## config.mk

```make
export PLATFORM = sky130hd
export DESIGN_NAME = rtcl_core
export DESIGN_NICKNAME = d
export VERILOG_FILES = /design/src/verilog/rtcl_pkg.sv /design/src/verilog/rtcl_tmo_if.sv /design/src/verilog/rtcl_core.sv /design/src/verilog/rtcl_sync2.sv /design/src/verilog/rtcl_timeout.sv
export VERILOG_INCLUDE_DIRS = /design/src /design/src/verilog
export SDC_FILE = /design/constraint.sdc
export NUM_CORES = 1
export LEC_CHECK = 0
export BUFFER_PORTS_ARGS = -buffer_cell sky130_fd_sc_hd__buf_2
export CORE_ASPECT_RATIO = 0.75
export CORE_UTILIZATION = 45
export DETAILED_ROUTE_END_ITERATION = 7
export GPL_TIMING_DRIVEN = 0
export PLACE_DENSITY_LB_ADDON = 0.25
export SLEW_MARGIN = 20
export SYNTH_ARGS = -nofsm -noshare
export SYNTH_HDL_FRONTEND = slang
export SYNTH_HIERARCHICAL = 1
export SYNTH_SLANG_ARGS = --single-unit
```

## constraint.sdc

```tcl
create_clock -name CLK -period 4.1 [get_ports CLK]
set_input_delay 0.82 -clock CLK [delete_from_list [all_inputs] [get_ports CLK]]
set_output_delay 0.82 -clock CLK [all_outputs]
set_load 0.01 [all_outputs]
```

## src/verilog/rtcl_regs.svh

```systemverilog
// register offsets, bit positions and timing figures of the rtc block
// assumes a 32-bit apb slave; byte address is four times the register index
`ifndef RTCL_REGS_SVH
`define RTCL_REGS_SVH

`define RTCL_IDX_CTL 6'h04
`define RTCL_IDX_OSC 6'h05
`define RTCL_IDX_CAPTURE 6'h08
`define RTCL_IDX_MATCH 6'h09
`define RTCL_ADDR(idx) ({(idx), 2'b00})

`define RTCL_CTL_OSC_EN 7
`define RTCL_CTL_LOST_CLK_EN 6
`define RTCL_CTL_FAIL 5
`define RTCL_CTL_RUN 4
`define RTCL_CTL_ALARM_EN 3
`define RTCL_CTL_ALARM_FLAG 2
`define RTCL_CTL_LOAD_GO 1
`define RTCL_CTL_SNAP_GO 0

`define RTCL_OSC_AGC_EN 7
`define RTCL_OSC_XMODE 6
`define RTCL_OSC_BIAS_X2 5
`define RTCL_OSC_AMP_OK 4

`define RTCL_CLK_MHZ 50
`define RTCL_LOST_CLK_US 100
`define RTCL_BLANK_US 2000
`define RTCL_LOST_CLK_CYCLES (`RTCL_LOST_CLK_US * `RTCL_CLK_MHZ)
`define RTCL_BLANK_CYCLES (`RTCL_BLANK_US * `RTCL_CLK_MHZ)

`define RTCL_WORD_ZERO 32'h0000_0000
`define RTCL_WORD_ONE 32'h0000_0001

`endif

```

## src/verilog/rtcl_pkg.sv

```systemverilog
// types shared by the rtc timer/alarm modules
// assumes rtcl_regs.svh supplies the numeric constants
package rtcl_pkg;
  typedef logic [31:0] rtcl_word_t;
  typedef logic [7:0] rtcl_addr_t;
  typedef logic [7:0] rtcl_byte_t;
endpackage : rtcl_pkg

```

## src/verilog/rtcl_tmo_if.sv

```systemverilog
// interface between the rtc core and one of its timeout counters
// assumes a single clock domain shared by both ends
`timescale 1ns/1ps
`default_nettype none
interface rtcl_tmo_if;
  logic run;
  logic restart;
  logic expired;
  modport owner (output run, output restart, input expired);
  modport counter (input run, input restart, output expired);
endinterface : rtcl_tmo_if
`default_nettype wire
```

## src/verilog/rtcl_core.sv

```systemverilog
// rtc timer, alarm, lost-clock detector and crystal-valid gate behind apb
// assumes the oscillator and amplitude detector arrive as async pins
//
// Behaviour
// lost-clock detector armed only while its enable bit is 1; fires once.
// armed detector sets fail flag when oscillator is static over 100 us.
// fail flag is offered as interrupt, wake-up and reset source.
// software disarms the lost-clock detector before changing oscillator settings.
// amplitude detector output reads as bit 4 of oscillator control.
// crystal-valid ignored for 2 ms after the oscillator is switched on.
// software uses the fail flag, not crystal-valid, to spot failure.
// 32-bit timer counts oscillator cycles while run is 1, else holds.
// with auto-reset, timer clears one oscillator cycle after a match.
// writing bit 2 of control sets or clears auto-reset.
// with auto-reset, software programs match as period minus one.
// load and snapshot work while the timer runs.
// load bit copies capture into timer, then hardware clears it.
// snapshot bit copies timer into capture, then hardware clears it.
// alarm event when timer equals the 32-bit match value.
// alarm event is offered as reset, wake-up and interrupt source.
// software disables alarm, writes match, then re-enables alarm.
// clearing alarm-enable clears the alarm event flag.
// re-enabling without auto-reset alarms again only after a wrap.
// alarm flag lasts at most one oscillator cycle per event.
// timer wraps to zero at maximum and keeps counting.
// bit 2 reads alarm flag, writes set auto-reset.
// compare and alarm only while alarm-enable is set.
`timescale 1ns/1ps
`default_nettype none
`include "rtcl_regs.svh"
module rtcl_core
  import rtcl_pkg::*;
#(
  parameter int unsigned LOST_CLK_CYCLES = `RTCL_LOST_CLK_CYCLES,
  parameter int unsigned BLANK_CYCLES = `RTCL_BLANK_CYCLES
) (
  // clock and reset
  input wire logic CLK,
  input wire logic RSTN,
  // apb slave
  input wire logic PSEL,
  input wire logic PENABLE,
  input wire logic PWRITE,
  input wire logic [7:0] PADDR,
  input wire logic [31:0] PWDATA,
  output logic [31:0] PRDATA,
  output logic PREADY,
  output logic PSLVERR,
  // oscillator pins
  input wire logic RTC_OSC_IN,
  input wire logic XTAL_AMP_OK,
  output logic OSC_ENABLE,
  output logic OSC_AGC_EN,
  output logic OSC_XMODE,
  output logic OSC_BIAS_X2,
  // event sources for interrupt, wake-up and reset logic
  output logic ALARM_EVENT,
  output logic OSC_FAIL
);
  // synchronised pins
  logic osc_s;
  logic amp_s;
  rtcl_sync2 u_sync_osc (
    .clk(CLK),
    .rstn(RSTN),
    .async_in(RTC_OSC_IN),
    .sync_out(osc_s)
  );
  rtcl_sync2 u_sync_amp (
    .clk(CLK),
    .rstn(RSTN),
    .async_in(XTAL_AMP_OK),
    .sync_out(amp_s)
  );

  // control state
  logic osc_en_q, osc_en_d;
  logic lost_clock_detect_en_q, lost_clock_detect_en_d;
  logic osc_fail_flag_q, osc_fail_flag_d;
  logic timer_run_q, timer_run_d;
  logic alarm_enable_q, alarm_enable_d;
  logic autoreset_q, autoreset_d;
  logic timer_load_go_q, timer_load_go_d;
  logic timer_snapshot_go_q, timer_snapshot_go_d;
  logic agc_en_q, agc_en_d;
  logic xmode_q, xmode_d;
  logic bias_x2_q, bias_x2_d;
  rtcl_word_t capture_bytes_q, capture_bytes_d;
  rtcl_word_t match_regs_q, match_regs_d;
  // timer state
  rtcl_word_t timer_q, timer_d;
  logic alarm_flag_autoclear_q, alarm_flag_autoclear_d;
  logic zero_pending_q, zero_pending_d;
  logic osc_prev_q, osc_prev_d;
  logic lost_fired_q, lost_fired_d;
  // bus read data
  rtcl_word_t prdata_q, prdata_d;

  // decode
  logic wr_en;
  logic rd_setup;
  logic hit_ctl, hit_osc, hit_cap, hit_match, mapped;
  logic tick;
  logic edge_seen;
  logic match_hit;
  rtcl_word_t cnt_next;
  logic xtal_amplitude_ok;
  rtcl_byte_t ctl_rd;
  rtcl_byte_t osc_rd;

  rtcl_tmo_if lost_tmo ();
  rtcl_tmo_if blank_tmo ();

  rtcl_timeout #(.LIMIT(LOST_CLK_CYCLES)) u_lost_clk (
    .clk(CLK),
    .rstn(RSTN),
    .tmo(lost_tmo.counter)
  );
  rtcl_timeout #(.LIMIT(BLANK_CYCLES)) u_blank (
    .clk(CLK),
    .rstn(RSTN),
    .tmo(blank_tmo.counter)
  );

  always_comb begin
    hit_ctl = (PADDR == `RTCL_ADDR(`RTCL_IDX_CTL));
    hit_osc = (PADDR == `RTCL_ADDR(`RTCL_IDX_OSC));
    hit_cap = (PADDR == `RTCL_ADDR(`RTCL_IDX_CAPTURE));
    hit_match = (PADDR == `RTCL_ADDR(`RTCL_IDX_MATCH));
    mapped = hit_ctl | hit_osc | hit_cap | hit_match;
    wr_en = PSEL & PENABLE & PWRITE & mapped;
    rd_setup = PSEL & ~PENABLE & ~PWRITE;
  end

  // oscillator edges seen on the system clock
  always_comb begin
    osc_prev_d = osc_s;
    tick = osc_s & ~osc_prev_q;
    edge_seen = osc_s ^ osc_prev_q;
  end

  // lost-clock detector: counts while armed and not yet fired, restarted by any oscillator edge
  always_comb begin
    lost_tmo.run = lost_clock_detect_en_q & ~lost_fired_q;
    lost_tmo.restart = edge_seen;
    lost_fired_d = lost_fired_q;
    if (!lost_clock_detect_en_q) begin
      lost_fired_d = 1'b0;
    end else if (lost_tmo.expired) begin
      lost_fired_d = 1'b1;
    end
  end

  // blanking after the oscillator is switched on
  always_comb begin
    blank_tmo.run = osc_en_q;
    blank_tmo.restart = ~osc_en_q;
    xtal_amplitude_ok = amp_s & blank_tmo.expired;
  end

  // compare the value the timer is about to take, so the flag rises on the
  // tick that reaches the match value and auto-reset gives match plus one counts
  always_comb begin
    cnt_next = zero_pending_q ? `RTCL_WORD_ZERO : timer_q + `RTCL_WORD_ONE;
    match_hit = alarm_enable_q & (cnt_next == match_regs_q);
  end

  // register file next values
  always_comb begin
    osc_en_d = osc_en_q;
    lost_clock_detect_en_d = lost_clock_detect_en_q;
    osc_fail_flag_d = osc_fail_flag_q;
    timer_run_d = timer_run_q;
    alarm_enable_d = alarm_enable_q;
    autoreset_d = autoreset_q;
    timer_load_go_d = 1'b0;
    timer_snapshot_go_d = 1'b0;
    agc_en_d = agc_en_q;
    xmode_d = xmode_q;
    bias_x2_d = bias_x2_q;
    capture_bytes_d = capture_bytes_q;
    match_regs_d = match_regs_q;
    if (wr_en && hit_ctl) begin
      osc_en_d = PWDATA[`RTCL_CTL_OSC_EN];
      lost_clock_detect_en_d = PWDATA[`RTCL_CTL_LOST_CLK_EN];
      osc_fail_flag_d = PWDATA[`RTCL_CTL_FAIL];
      timer_run_d = PWDATA[`RTCL_CTL_RUN];
      alarm_enable_d = PWDATA[`RTCL_CTL_ALARM_EN];
      autoreset_d = PWDATA[`RTCL_CTL_ALARM_FLAG];
      // go bits only start; hardware clears them after one cycle
      timer_load_go_d = PWDATA[`RTCL_CTL_LOAD_GO];
      timer_snapshot_go_d = PWDATA[`RTCL_CTL_SNAP_GO];
    end
    if (wr_en && hit_osc) begin
      agc_en_d = PWDATA[`RTCL_OSC_AGC_EN];
      xmode_d = PWDATA[`RTCL_OSC_XMODE];
      bias_x2_d = PWDATA[`RTCL_OSC_BIAS_X2];
    end
    if (wr_en && hit_cap) begin
      capture_bytes_d = PWDATA;
    end
    if (wr_en && hit_match) begin
      match_regs_d = PWDATA;
    end
    // snapshot does not stop the timer
    if (timer_snapshot_go_q) begin
      capture_bytes_d = timer_q;
    end
    // hardware set beats a software clear in the same cycle
    if (lost_clock_detect_en_q && !lost_fired_q && lost_tmo.expired) begin
      osc_fail_flag_d = 1'b1;
    end
  end

  // timer and alarm next values
  always_comb begin
    timer_d = timer_q;
    zero_pending_d = zero_pending_q;
    alarm_flag_autoclear_d = alarm_flag_autoclear_q;
    if (tick) begin
      // flag lives until the next oscillator tick; a stopped timer raises none
      alarm_flag_autoclear_d = 1'b0;
      if (timer_run_q || zero_pending_q) begin
        alarm_flag_autoclear_d = match_hit;
        zero_pending_d = match_hit & autoreset_q;
      end
    end
    if (!alarm_enable_d) begin
      alarm_flag_autoclear_d = 1'b0;
      zero_pending_d = 1'b0;
    end
    if (timer_load_go_q) begin
      timer_d = capture_bytes_q;
      zero_pending_d = 1'b0;
    end else if (tick && (timer_run_q || zero_pending_q)) begin
      // plain 32-bit add wraps silently; after a re-enable the next hit
      // needs a full lap
      timer_d = cnt_next;
    end
  end

  // read data, sampled in the setup phase so prdata comes from a flop
  always_comb begin
    ctl_rd = {osc_en_q, lost_clock_detect_en_q, osc_fail_flag_q, timer_run_q,
              alarm_enable_q, alarm_flag_autoclear_q, timer_load_go_q,
              timer_snapshot_go_q};
    osc_rd = {agc_en_q, xmode_q, bias_x2_q, xtal_amplitude_ok, 4'h0};
    prdata_d = prdata_q;
    if (rd_setup) begin
      prdata_d = `RTCL_WORD_ZERO;
      if (hit_ctl) begin
        prdata_d = {24'h00_0000, ctl_rd};
      end else if (hit_osc) begin
        prdata_d = {24'h00_0000, osc_rd};
      end else if (hit_cap) begin
        prdata_d = capture_bytes_q;
      end else if (hit_match) begin
        prdata_d = match_regs_q;
      end
    end
  end

  always_ff @(posedge CLK) begin
    if (!RSTN) begin
      osc_en_q <= 1'b0;
      lost_clock_detect_en_q <= 1'b0;
      osc_fail_flag_q <= 1'b0;
      timer_run_q <= 1'b0;
      alarm_enable_q <= 1'b0;
      autoreset_q <= 1'b0;
      timer_load_go_q <= 1'b0;
      timer_snapshot_go_q <= 1'b0;
      agc_en_q <= 1'b0;
      xmode_q <= 1'b0;
      bias_x2_q <= 1'b0;
      capture_bytes_q <= `RTCL_WORD_ZERO;
      match_regs_q <= `RTCL_WORD_ZERO;
      timer_q <= `RTCL_WORD_ZERO;
      alarm_flag_autoclear_q <= 1'b0;
      zero_pending_q <= 1'b0;
      osc_prev_q <= 1'b0;
      lost_fired_q <= 1'b0;
      prdata_q <= `RTCL_WORD_ZERO;
    end else begin
      osc_en_q <= osc_en_d;
      lost_clock_detect_en_q <= lost_clock_detect_en_d;
      osc_fail_flag_q <= osc_fail_flag_d;
      timer_run_q <= timer_run_d;
      alarm_enable_q <= alarm_enable_d;
      autoreset_q <= autoreset_d;
      timer_load_go_q <= timer_load_go_d;
      timer_snapshot_go_q <= timer_snapshot_go_d;
      agc_en_q <= agc_en_d;
      xmode_q <= xmode_d;
      bias_x2_q <= bias_x2_d;
      capture_bytes_q <= capture_bytes_d;
      match_regs_q <= match_regs_d;
      timer_q <= timer_d;
      alarm_flag_autoclear_q <= alarm_flag_autoclear_d;
      zero_pending_q <= zero_pending_d;
      osc_prev_q <= osc_prev_d;
      lost_fired_q <= lost_fired_d;
      prdata_q <= prdata_d;
    end
  end

  // zero wait states; unmapped addresses answer with an error
  assign PREADY = 1'b1;
  assign PSLVERR = PSEL & PENABLE & ~mapped;
  assign PRDATA = prdata_q;
  assign OSC_ENABLE = osc_en_q;
  assign OSC_AGC_EN = agc_en_q;
  assign OSC_XMODE = xmode_q;
  assign OSC_BIAS_X2 = bias_x2_q;
  assign ALARM_EVENT = alarm_flag_autoclear_q;
  assign OSC_FAIL = osc_fail_flag_q;
endmodule : rtcl_core
`default_nettype wire

```

## src/verilog/rtcl_sync2.sv

```systemverilog
// two flip-flop synchroniser for one asynchronous level
// assumes the input is a pin or another clock's signal
`timescale 1ns/1ps
`default_nettype none
module rtcl_sync2 (
  // clock and reset
  input wire logic clk,
  input wire logic rstn,
  // level in and out
  input wire logic async_in,
  output logic sync_out
);
  logic meta_q;
  logic sync_q;
  logic meta_d;
  logic sync_d;

  always_comb begin
    meta_d = async_in;
    sync_d = meta_q;
  end

  always_ff @(posedge clk) begin
    if (!rstn) begin
      meta_q <= 1'b0;
      sync_q <= 1'b0;
    end else begin
      meta_q <= meta_d;
      sync_q <= sync_d;
    end
  end

  assign sync_out = sync_q;
endmodule : rtcl_sync2
`default_nettype wire

```

## src/verilog/rtcl_timeout.sv

```systemverilog
// saturating cycle counter that flags when LIMIT cycles pass without restart
// assumes run and restart come from logic on the same clock
`timescale 1ns/1ps
`default_nettype none
module rtcl_timeout #(
  parameter int unsigned LIMIT = 5000
) (
  // clock and reset
  input wire logic clk,
  input wire logic rstn,
  // control from the owner
  rtcl_tmo_if.counter tmo
);
  localparam int unsigned CW = $clog2(LIMIT + 1);
  localparam logic [CW-1:0] LIM = CW'(LIMIT);
  logic [CW-1:0] count_q;
  logic [CW-1:0] count_d;

  always_comb begin
    count_d = count_q;
    if (tmo.restart || !tmo.run) begin
      count_d = '0;
    end else if (count_q != LIM) begin
      count_d = count_q + CW'(1);
    end
  end

  always_ff @(posedge clk) begin
    if (!rstn) begin
      count_q <= '0;
    end else begin
      count_q <= count_d;
    end
  end

  // saturates so the flag stays until restart or stop
  assign tmo.expired = (count_q == LIM);
endmodule : rtcl_timeout
`default_nettype wire

```

# After elaboration in Yosys (flattened, before gate mapping)
# Index checks and enable logic that the tools add are counted.
totals:
  regBits: 177
  inputBits: 47
classes:
  n_addsub: 3
  n_eq_ne: 9
  muxes: 13
  n_bitwise: 23
  n_reduce_logical: 23
op_table:
  columns: ["operator", "n"]
  rows:
  - ["$mux W32", 9]
  - ["$add A32 B1 Y32 const B", 1]
  - ["$eq A32 B32 Y1", 1]
  - ["$add A17 B1 Y17 const B", 1]
  - ["$eq A17 B17 Y1 const B", 1]
  - ["$ne A17 B17 Y1 const B", 1]
  - ["$eq A8 B5 Y1 const B", 2]
  - ["$eq A8 B6 Y1 const B", 2]
  - ["$add A13 B1 Y13 const B", 1]
  - ["$eq A13 B13 Y1 const B", 1]
  - ["$ne A13 B13 Y1 const B", 1]
  - ["$and A1 B1 Y1", 11]
  - ["$not A1 Y1", 8]
  - ["$reduce_and A2 Y1", 4]
  - ["$logic_and A1 B1 Y1", 7]
  - ["$reduce_bool A2 Y1", 3]
  - ["$mux W1", 4]
  - ["$reduce_or A2 Y1", 2]
  - ["$logic_not A1 Y1", 3]
  - ["$logic_or A1 B1 Y1", 3]
  - ["$or A1 B1 Y1", 3]
  - ["$reduce_or A3 Y1", 1]
  - ["$xor A1 B1 Y1", 1]

# Depth between registers and ports, before layout
# Gate-level depths: netlist of run 1.
depth:
  depth_word: 9
  ltp_mapped: 11
  ltp_nobuf: 11

# Cells and area by module
# The synthesis of run 1 kept the hierarchy.
by_module_without_submodules:
  columns: ["module", "instances", "cells_each", "area_each_um2", "seq_area_each_um2"]
  rows:
  - ["rtcl_core", 1, 1005, 7843.8, 2862.7]
  - ["rtcl_timeout at u_blank", 1, 93, 865.8, 340.3]
  - ["rtcl_timeout at u_lost_clk", 1, 76, 678.2, 260.2]
  - ["rtcl_sync2", 2, 4, 52.6, 40.0]

# Worst setup path before layout of run 1
# Ideal clock, no wire load.
synth_timing:
  kind: "input -> register"
  start: "input PADDR[6]"
  end: "register capture_bytes_q[10]"
  arrival_time_ns: 2.745
  required_time_ns: 4.014
  slack_ns: 1.269
  cell_stages: 9
  path_cell_list: "or4_1 -> nor2_1 -> nand2_1 -> nor2_1 -> a21o_1 -> clkbuf_1 -> buf_1 -> nor2_1 -> a211oi_1"
synth_via:
  elab_chain_cells: 7
  elab_cells_between_ends: 10
synth_lines:
  columns: ["item", "line_no", "rtl"]
  rows:
  - ["start: declaration", "rtcl_core.sv:44", "input wire logic [7:0] PADDR,"]
  - ["$eq A8 B5 Y1 (no line)", null, null]
  - ["$or A1 B1 Y1 (3 in a row)", "rtcl_core.sv:130", "mapped = hit_ctl | hit_osc | hit_cap | hit_match;"]
  - ["$and A1 B1 Y1", "rtcl_core.sv:131", "wr_en = PSEL & PENABLE & PWRITE & mapped;"]
  - ["$logic_and A1 B1 Y1 (*)", "rtcl_core.sv:199", "if (wr_en && hit_cap) begin"]
  - ["$reduce_bool A2 Y1 (no line) (*)", null, null]
  - ["end signal: assignment", "rtcl_core.sv:276", "capture_bytes_q <= `RTCL_WORD_ZERO;"]
  - ["end signal: assignment", "rtcl_core.sv:296", "capture_bytes_q <= capture_bytes_d;"]
  - ["end: declaration", "rtcl_core.sv:88", "rtcl_word_t capture_bytes_q, capture_bytes_d;"]
# Mark *: on every way between the ends. The rest lies on a longest branch, timed or not.
# A chain may end at the register's enable or synchronous reset.

# Worst setup path after layout of run 1
layout_timing:
  start: "register timer_q[1]"
  end: "register zero_pending_q"
layout_via:
  elab_chain_cells: 5
layout_lines:
  columns: ["item", "line_no", "rtl"]
  rows:
  - ["start: declaration", "rtcl_core.sv:91", "rtcl_word_t timer_q, timer_d;"]
  - ["start signal: assignment", "rtcl_core.sv:278", "timer_q <= `RTCL_WORD_ZERO;"]
  - ["start signal: assignment", "rtcl_core.sv:298", "timer_q <= timer_d;"]
  - ["$add A32 B1 Y32 (no line)", null, null]
  - ["$mux W32 (no line)", null, null]
  - ["$eq A32 B32 Y1", "rtcl_core.sv:165", "match_hit = alarm_enable_q & (cnt_next == match_regs_q);"]
  - ["$and A1 B1 Y1", "rtcl_core.sv:165", null]
  - ["$and A1 B1 Y1", "rtcl_core.sv:225", "zero_pending_d = match_hit & autoreset_q;"]
  - ["end signal: assignment", "rtcl_core.sv:300", "zero_pending_q <= zero_pending_d;"]
  - ["end: declaration", "rtcl_core.sv:93", "logic zero_pending_q, zero_pending_d;"]
# Every way passes these cells.

==> flow_summary.json, run 1 <==
{
  "run_status": "completed",
  "cp_slowest_cell": "sky130_fd_sc_hd__or4_1",
  "ys_dominant_reg_cell": "sky130_fd_sc_hd__dfxtp_1",
  "rows": 45,
  "clk_root_buffer_cell": "sky130_fd_sc_hd__clkbuf_16",
  "timing.slew.headroom_pct": 35.16,
  "power.ir.vdd_worst_uv": 262.0,
  "cts.path.max_buffers": 2,
  "synth_seq_area_share_pct": 37.33,
  "first_global_vias": 8726,
  "synth-edff-count": 0,
  "cts_hold_buf": 0,
  "critical_path_class": "flip-flop to flip-flop",
  "worst_clock_skew_ns": 0.01315,
  "layout_commonest_cell": "sky130_fd_sc_hd__dfxtp_1",
  "cp_data_arrival_time_ns": 4.12,
  "placedInstanceArea_sq_um": 10270,
  "period_minus_slack_ns": 3.766,
  "worstPathMaxFanout": 10,
  "final.period_utilization_pct": 91.86,
  "route.detailed.drc": 0,
  "area_share_of_the_largest_cell_type_after_synthesis_pct": 37.33,
  "grt_max_degree": 17,
  "num_antenna_cells": 0,
  "grt_use_total_pct": 31.48,
  "coreArea_sq_um": 20440,
  "synthesis.area_per_instance_sq_um": 8.031,
  "min_path_type": "flip-flop to flip-flop",
  "die_area_sq_um": 21690,
  "grt_antenna_before_repair": 0,
  "fmaxAchievable_mhz": 265.5,
  "drt_first_iter_violations": 1270,
  "hold_startpoint": "u_sync_osc/meta_q$_SDFF_PN0_",
  "gpl.final_weighted_congestion": 1.004,
  "clock_slew_seen_by_the_registers_of_the_worst_setup_and_hold_paths_ns": 0.07,
  "cp_data_required_time_ns": 4.45,
  "initial_utilization_pct": 46.45,
  "post-cts-setup-buffer-count": 0,
  "totalWireLength_mm": 33.52,
  "async_flop_share_pct": 0,
  "globalRouteOverflowTotal": 0,
  "finalInstanceArea_sq_um": 10920,
  "slew_viols_final": 0,
  "timing.critical_path.cells": "ha_1 > nand3_1 > or4_1 > buf_2 > buf_6 > o21ai_0 > a21oi_1 > xor2_1 > nor4b_1 > nand4_1 > o32ai_2",
  "worstSetupStartpoint": "timer_q[1]$_SDFFE_PN0P_",
  "i_o_pin_count": 87,
  "rsz0062_at_grt": "false",
  "mostFrequentLayoutCells": "sky130_fd_sc_hd__dfxtp_1, sky130_fd_sc_hd__nor2_1, sky130_fd_sc_hd__nand2_1",
  "area_growth_from_synthesis_to_layout_pct": 15.07,
  "ant_nets": 0,
  "numPortBuffers": 85,
  "timing.reg2reg.setup_slack_ns": 0.33,
  "die_w_microns": 169.7,
  "worstSetupStartpointType": "flip-flop",
  "netlist.top_cell.by_area": "sky130_fd_sc_hd__dfxtp_1",
  "synth_cell_types": 82,
  "finalSetupViolations": 0,
  "setup.worst_path.end_class": "flip-flop",
  "hold_violations": 0,
  "power_leakage_nw": 3.642,
  "detail_route.vias_per_cell": 6.159,
  "critical_path.endpoint": "zero_pending_q$_SDFFE_PP0P_",
  "cts_sinks": 177,
  "yosys_register_bits": 177,
  "syn_nets": 1235,
  "grt_pass1_wl_mm": 51.23,
  "dp_hpwl_mm": 24.41,
  "crit-reg2reg-capture": "zero_pending_q$_SDFFE_PP0P_",
  "cp_slowest_stage_delay_ns": 0.64,
  "cts_resized": 0,
  "worst_pin_slew_ns": 0.9662,
  "drive_gt1_share_pct": 11.93,
  "cap_viol_max_count": 0,
  "cts_inserted_buffers": 17,
  "postSynthCellCount": 1182,
  "tritoncts": "built",
  "drtPass1Iterations": 6,
  "final_total_negative_setup_slack_ns": 0,
  "netlist_area_before_placement_sq_um": 9493,
  "layout.nets": 1339,
  "area_contributors_post_synth": "sky130_fd_sc_hd__dfxtp_1, sky130_fd_sc_hd__a21oi_1, sky130_fd_sc_hd__nor2_1, sky130_fd_sc_hd__nand2_1, sky130_fd_sc_hd__a211oi_1",
  "reg2reg_depth": 11,
  "worst_r2r_startpoint": "timer_q[1]$_SDFFE_PN0P_",
  "routed_wire_length_per_instance_microns": 21.20,
  "cts_htree_levels": 4,
  "number_of_warnings_issued_by_yosys": 6,
  "clk-insertion-delay-late_ns": 0.44,
  "via_count": 9738,
  "num-fill-cells": 1992,
  "die_height_microns": 127.8,
  "powerDensity_nw_per_um2": 348.4
}
## worst max-delay path, delay by kind of cell, from the launching register on
kind	cells	cell delay (ns)
adder cells (fa/ha/maj)	1	0.28
XOR/XNOR	1	0.18
flip-flops	1	0.43
AO/OA/AOI/OAI	3	0.64
AND/OR/NAND/NOR	4	1.76
buffers and inverters	2	0.37
## worst min path at each step
stage | depth (start not counted) | end | slack [ns]
global placement | 1 | u_sync_amp/sync_out$_SDFF_PN0_ | 0.42
CTS | 1 | u_sync_osc/sync_out$_SDFF_PN0_ | 0.45
finish | 1 | u_sync_osc/sync_out$_SDFF_PN0_ | 0.44
global route | 1 | u_sync_amp/sync_out$_SDFF_PN0_ | 0.48
detailed placement | 1 | u_sync_osc/sync_out$_SDFF_PN0_ | 0.43
floorplan | 1 | u_sync_amp/sync_out$_SDFF_PN0_ | 0.41
## layer usage
layer,share of wire (%),vias up,GRT usage [%]
met3,11,76,7.379
met5,0,-,0
li1,-,4529,-
met2,40,522,44.91
met1,46,4611,46.16
met4,2.5,0,10.12
## kinds of logic after synthesis
logic type,count (synthesis),share of synthesized area (%)
xor gates and xnor gates,43,4.112
muxes,45,4.758
other,1,0.03950
adders and majority gates,6,0.7908
buffers and inverters,126,5.285
AOI/OAI and AO/OA,335,23.54
DFF,177,37.33
and+or+nand+nor,449,24.15
## sequential cells by signal, summed over array words and instances (netlist names), 13 cells and up
name,cells
u_lost_clk/count_q,13
match_regs_q,32
timer_q,32
capture_bytes_q,32
u_blank/count_q,17
PRDATA,32
## layout make-up
| type | count | area (sq um) | area share (%) |
|---|---|---|---|
| sequential | 177 | 3543 | 32.44 |
| tap | 282 | 352.8 | 3.230 |
| buffer | 102 | 411.6 | 3.769 |
| multi-input combinational | 879 | 5454 | 49.93 |
| inverter | 24 | 90.09 | 0.8247 |
| clock buffer | 21 | 470.5 | 4.307 |
| timing repair buffer | 85 | 425.4 | 3.895 |
| clock inverter | 11 | 175.2 | 1.604 |
## power by group
part	switching [mW]	internal [mW]	total, mW	leakage [nW]
Combinational	0.153	0.0906	0.243	1.90
Sequential	0.0150	1.75	1.76	1.43
Clock	0.727	1.07	1.80	0.310
Total	0.895	2.91	3.81	3.64
## cell usage after synthesis (22+ instances only)
library cell	count
sky130_fd_sc_hd__nand3_1	23
sky130_fd_sc_hd__nand4_1	22
sky130_fd_sc_hd__a211oi_1	64
sky130_fd_sc_hd__dfxtp_1	177
sky130_fd_sc_hd__a22oi_1	31
sky130_fd_sc_hd__clkbuf_1	81
sky130_fd_sc_hd__nor3_1	36
sky130_fd_sc_hd__a21oi_1	99
sky130_fd_sc_hd__inv_1	22
sky130_fd_sc_hd__xnor2_1	26
sky130_fd_sc_hd__mux2i_1	44
sky130_fd_sc_hd__o21ai_0	49
sky130_fd_sc_hd__nor2_1	132
sky130_fd_sc_hd__nand2_1	129
## through the flow
stage | hold WS, ns | util, % | total power, mW | std cells | setup slack [ns]
after floorplan | 0.4118 | - | 1.937 | 1182 | 1.269
after global placement | 0.4155 | 50.25 | 2.035 | 1549 | 0.3185
after detailed placement | 0.4303 | 50.25 | 2.038 | 1549 | 0.2563
after CTS | 0.4468 | 53.41 | 3.811 | 1581 | 0.4363
after global routing | 0.4757 | 53.44 | 3.920 | 1581 | 0.2018
final | 0.4426 | 53.44 | 3.806 | 1581 | 0.3338
Note: power is estimated with default switching activity, not from simulation.
==> run 2: changes to the inputs <==
clock period = 3.8 ns   (was 4.1 ns; I/O delays follow)
==> run 2 against run 1 <==
  * Critical path depth unchanged
  * Largest cell class unchanged
  * Cell count unchanged
  * Hold slack about the same
==> flow_summary.json, run 2 (synthesis results as in run 1) <==
{
  "run_status": "completed",
  "drtPass1Iterations": 8,
  "route.detailed.drc": 0,
  "grt_use_total_pct": 31.48,
  "worstPathMaxFanout": 10,
  "die_w_microns": 169.7,
  "hold_depth": 1,
  "hold_violations": 0,
  "first_global_vias": 8726,
  "cp_data_arrival_time_ns": 3.97,
  "numPortBuffers": 85,
  "drive_gt1_share_pct": 12.01,
  "cts_sinks": 177,
  "cts_resized": 0,
  "totalWireLength_mm": 33.57,
  "fmaxAchievable_mhz": 276.5,
  "i_o_pin_count": 87,
  "critical_path_class": "flip-flop to flip-flop",
  "via_count": 9764,
  "worstSetupStartpointType": "flip-flop",
  "dp_hpwl_mm": 24.41,
  "period_minus_slack_ns": 3.616,
  "power_leakage_nw": 3.645,
  "num_antenna_cells": 0,
  "layout.cells.non_filler": 1581,
  "top_layer_used": "met4",
  "cp_data_required_time_ns": 4.16,
  "setup.worst_path.end_class": "flip-flop",
  "grt_antenna_before_repair": 0,
  "grt_pass1_wl_mm": 51.23,
  "final_core_utilization_pct": 53.47,
  "min_path_type": "flip-flop to flip-flop",
  "tritoncts": "built",
  "cts_inserted_buffers": 17,
  "ant_nets": 0,
  "slew_viols_final": 0,
  "cap_viol_max_count": 0,
  "clk_root_buffer_cell": "sky130_fd_sc_hd__clkbuf_16",
  "layout_commonest_cell": "sky130_fd_sc_hd__dfxtp_1",
  "detailroute.wirelength.met2_mm": 13.46,
  "mostFrequentLayoutCells": "sky130_fd_sc_hd__dfxtp_1, sky130_fd_sc_hd__nor2_1, sky130_fd_sc_hd__nand2_1",
  "totalPowerFinal_mw": 4.106,
  "placedCellCount": 1549,
  "power.ir.vdd_worst_uv": 286.3,
  "drt_first_iter_violations": 1256,
  "final_total_negative_setup_slack_ns": 0,
  "globalRouteOverflowTotal": 0,
  "cts.path.max_buffers": 2,
  "die_height_microns": 127.8,
  "reg2reg_depth": 11,
  "clock_slew_seen_by_the_registers_of_the_worst_setup_and_hold_paths_ns": 0.07,
  "rows": 45,
  "clk-insertion-delay-late_ns": 0.44,
  "powerDensity_nw_per_um2": 375.7,
  "coreArea_sq_um": 20440,
  "area_growth_from_synthesis_to_layout_pct": 15.13,
  "route.layer.met1.wl_mm": 15.45,
  "gpl.final_weighted_congestion": 1.004,
  "worst_pin_slew_ns": 1.010,
  "initial_utilization_pct": 46.45,
  "die_area_sq_um": 21690,
  "cts_htree_levels": 4,
  "grt_max_degree": 17,
  "final.period_utilization_pct": 95.16,
  "timing.slew.headroom_pct": 32.21,
  "worst_clock_skew_ns": 0.01224,
  "finalSetupViolations": 0,
  "detail_route.vias_per_cell": 6.176,
  "rsz0062_at_grt": "false",
  "num-fill-cells": 1993,
  "met3RoutedLength_mm": 3.833,
  "post-cts-setup-buffer-count": 0,
  "routed_wire_length_per_instance_microns": 21.23,
  "cts_hold_buf": 0,
  "layout.nets": 1339
}
[run 2: cell counts in the layout (fill, tap and decap cells not counted)]
Identical to the previous run, type by type.
[run 2: path summary, 6_finish.rpt]
| check | start | to | slack, ns |
|---|---|---|---|
| setup reg to reg | timer_q[1]$_SDFFE_PN0P_ | zero_pending_q$_SDFFE_PP0P_ | 0.18 |
| setup / recovery | timer_q[1]$_SDFFE_PN0P_ | zero_pending_q$_SDFFE_PP0P_ | 0.18 |
| hold / removal | u_sync_osc/meta_q$_SDFF_PN0_ | u_sync_osc/sync_out$_SDFF_PN0_ | 0.44 |
| hold reg to reg | u_sync_osc/meta_q$_SDFF_PN0_ | u_sync_osc/sync_out$_SDFF_PN0_ | 0.44 |
[run 2: stage by stage]
| stage | hold slack (ns) | cell area (sq um) | worst slack, ns |
|---|---|---|---|
| CTS | 0.4468 | 10920 | 0.1363 |
| finish | 0.4422 | 10930 | 0.1837 |
| global route | 0.4757 | 10930 | 0.1240 |
| detailed placement | 0.4303 | 10270 | 0.01630 |
| floorplan | 0.4118 | 9493 | 1.013 |
| global placement | 0.4155 | 10270 | 0.07848 |
[run 2: layout make-up]
class / instances / area, sq um / area share (%)
Inverter: 24 / 90.09 / 0.8243
Clock inverter: 11 / 175.2 / 1.603
Tap cell: 282 / 352.8 / 3.228
Sequential cell: 177 / 3543 / 32.42
Buffer: 102 / 411.6 / 3.766
Clock buffer: 21 / 470.5 / 4.305
Timing Repair Buffer: 85 / 425.4 / 3.892
Multi-Input combinational cell: 879 / 5460 / 49.96
[run 2: critical path, cell delays in order (launching register included)]
cell                       delay (ns)
sky130_fd_sc_hd__dfxtp_1         0.44
sky130_fd_sc_hd__ha_1            0.29
sky130_fd_sc_hd__nand3_1         0.27
sky130_fd_sc_hd__or4_1           0.65
sky130_fd_sc_hd__buf_2           0.21
sky130_fd_sc_hd__buf_6           0.16
sky130_fd_sc_hd__xor2_1          0.18
sky130_fd_sc_hd__o221ai_1        0.16
sky130_fd_sc_hd__a2111o_1        0.42
sky130_fd_sc_hd__nor4_1          0.25
sky130_fd_sc_hd__nand4_1         0.20
sky130_fd_sc_hd__o32ai_2         0.28
[run 2: per-layer routing]
layer | GRT usage (%) | vias up
met1 | 46.16 | 4603
met5 | 0 | -
met3 | 7.379 | 79
li1 | - | 4537
met4 | 10.12 | 0
met2 | 44.91 | 545
[run 2: where the power goes]
part / internal (mW) / switching [mW] / total, mW
Combinational: 0.0977 / 0.165 / 0.263
Sequential: 1.88 / 0.0162 / 1.90
Clock: 1.16 / 0.784 / 1.94
==> run 3: changes to the inputs <==
CTS_BUF_LIST = sky130_fd_sc_hd__clkbuf_4 sky130_fd_sc_hd__clkbuf_8 sky130_fd_sc_hd__clkbuf_16   (was not set)
==> run 3 against run 2 <==
  * Register-to-register slack better by 0.07 ns
  * Maximum frequency is 1.9% higher
  * Critical path depth unchanged
  * Largest power group unchanged
  * Cell count unchanged
  * Die area unchanged
  * Design area about the same
==> flow_summary.json, run 3 (synthesis results as in run 1) <==
{
  "drtPass1Iterations": 7,
  "grt_pass1_wl_mm": 51.27,
  "dpl_worst_slack_ns": 0.01630,
  "rsz0062_at_grt": "false",
  "mostFrequentLayoutCells": "sky130_fd_sc_hd__dfxtp_1, sky130_fd_sc_hd__nor2_1, sky130_fd_sc_hd__nand2_1",
  "i_o_pin_count": 87,
  "globalRouteOverflowTotal": 0,
  "num_antenna_cells": 0,
  "worst_clock_skew_ns": 0.01373,
  "totalPowerFinal_mw": 4.112,
  "drive_gt1_share_pct": 12.09,
  "gpl.final_weighted_congestion": 1.004,
  "clk_root_buffer_cell": "sky130_fd_sc_hd__clkbuf_16",
  "die_height_microns": 127.8,
  "initial_utilization_pct": 46.45,
  "layout.nets": 1339,
  "routed_wire_length_per_instance_microns": 21.28,
  "cts_htree_levels": 4,
  "cts.path.max_buffers": 2,
  "tritoncts": "built",
  "numPortBuffers": 85,
  "worstPathMaxFanout": 10,
  "fmaxAchievable_mhz": 281.8,
  "die_area_sq_um": 21690,
  "detail_route.vias_per_cell": 6.158,
  "slew_viols_final": 0,
  "grt_use_total_pct": 31.50,
  "cts_sinks": 177,
  "cp_data_arrival_time_ns": 3.91,
  "grt_antenna_before_repair": 0,
  "num-fill-cells": 1993,
  "final.period_utilization_pct": 93.38,
  "ant_nets": 0,
  "period_minus_slack_ns": 3.548,
  "first_global_vias": 8737,
  "timing.slew.headroom_pct": 31.03,
  "drt_first_iter_violations": 1276,
  "final_setup_slack_of_the_worst_path_ns": 0.2516,
  "die_w_microns": 169.7,
  "setup.worst_path.end_class": "flip-flop",
  "clock_slew_seen_by_the_registers_of_the_worst_setup_and_hold_paths_ns": 0.07,
  "totalWireLength_mm": 33.64,
  "rows": 45,
  "dp_hpwl_mm": 24.41,
  "clk-insertion-delay-late_ns": 0.45,
  "grt_max_degree": 17,
  "area_growth_from_synthesis_to_layout_pct": 15.17,
  "powerDensity_nw_per_um2": 376.1,
  "hold_violations": 0,
  "run_status": "completed",
  "cap_viol_max_count": 0,
  "via_count": 9736,
  "power_leakage_nw": 3.648,
  "finalSetupViolations": 0,
  "route.detailed.drc": 0,
  "cp_data_required_time_ns": 4.16,
  "power.ir.vdd_worst_uv": 288.1,
  "layout_commonest_cell": "sky130_fd_sc_hd__dfxtp_1",
  "worst_pin_slew_ns": 1.028,
  "cts_inserted_buffers": 17,
  "worstSetupStartpointType": "flip-flop",
  "coreArea_sq_um": 20440,
  "critical_path_class": "flip-flop to flip-flop",
  "final_total_negative_setup_slack_ns": 0,
  "min_path_type": "flip-flop to flip-flop"
}
[run 3: cell counts in the layout (fill, tap and decap cells not counted)]
No cell type changed its count.
[run 3: layout make-up]
| class | instances | area (sq um) | area share [%] |
|---|---|---|---|
| Multi-Input combinational cell | 879 | 5460 | 49.94 |
| Sequential cell | 177 | 3543 | 32.41 |
| Clock buffer | 21 | 474.2 | 4.337 |
| Timing Repair Buffer | 85 | 425.4 | 3.891 |
| Buffer | 102 | 411.6 | 3.765 |
| Tap cell | 282 | 352.8 | 3.227 |
| Clock inverter | 11 | 175.2 | 1.602 |
| Inverter | 24 | 90.09 | 0.8240 |
[run 3: critical path: stages, from the launching register on]
cell and delay [ns]:
sky130_fd_sc_hd__dfxtp_1 0.44, sky130_fd_sc_hd__ha_1 0.28, sky130_fd_sc_hd__nand3_1 0.26, sky130_fd_sc_hd__or4_1 0.64, sky130_fd_sc_hd__buf_2 0.21, sky130_fd_sc_hd__buf_6 0.16
sky130_fd_sc_hd__xor2_1 0.18, sky130_fd_sc_hd__o221ai_1 0.16, sky130_fd_sc_hd__a2111o_1 0.42, sky130_fd_sc_hd__nor4_1 0.24, sky130_fd_sc_hd__nand4_1 0.20, sky130_fd_sc_hd__o32ai_2 0.28
[run 3: stage by stage]
stage               util [%]  cells  area [sq um]  hold WS, ns
CTS                    53.43   1581         10920       0.4468
global route           53.49   1581         10930       0.4757
detailed placement     50.25   1549         10270       0.4303
global placement       50.25   1549         10270       0.4155
floorplan                  -   1182          9493       0.4118
finish                 53.49   1581         10930       0.4424
[run 3: routing by layer]
layer / vias to the layer above / GRT usage, % / wire, microns
met5: - / 0 / 0
met1: 4613 / 46.16 / 15770
met2: 521 / 44.99 / 13650
met4: 0 / 10.12 / 691
li1: 4541 / - / -
met3: 61 / 7.379 / 3531
[run 3: power by group]
part / switching (mW) / internal, mW
combinational: 0.165 / 0.0977
sequential: 0.0163 / 1.88
clock: 0.783 / 1.17
total: 0.965 / 3.15
[run 3: final timing paths]
check	from	cells after the start	to	slack (ns)
setup reg to reg	timer_q[1]$_SDFFE_PN0P_	11	zero_pending_q$_SDFFE_PP0P_	0.25
hold reg to reg	u_sync_osc/meta_q$_SDFF_PN0_	1	u_sync_osc/sync_out$_SDFF_PN0_	0.44
setup / recovery	timer_q[1]$_SDFFE_PN0P_	11	zero_pending_q$_SDFFE_PP0P_	0.25
hold / removal	u_sync_osc/meta_q$_SDFF_PN0_	1	u_sync_osc/sync_out$_SDFF_PN0_	0.44
[run 3: what timing repair did]
action | 4_1_cts | 5_1_grt
buffers inserted | 0 | 0
hold buffers | 0 | 0
resized for setup | 0 | 1
endpoints found under the setup margin | 0 | 1
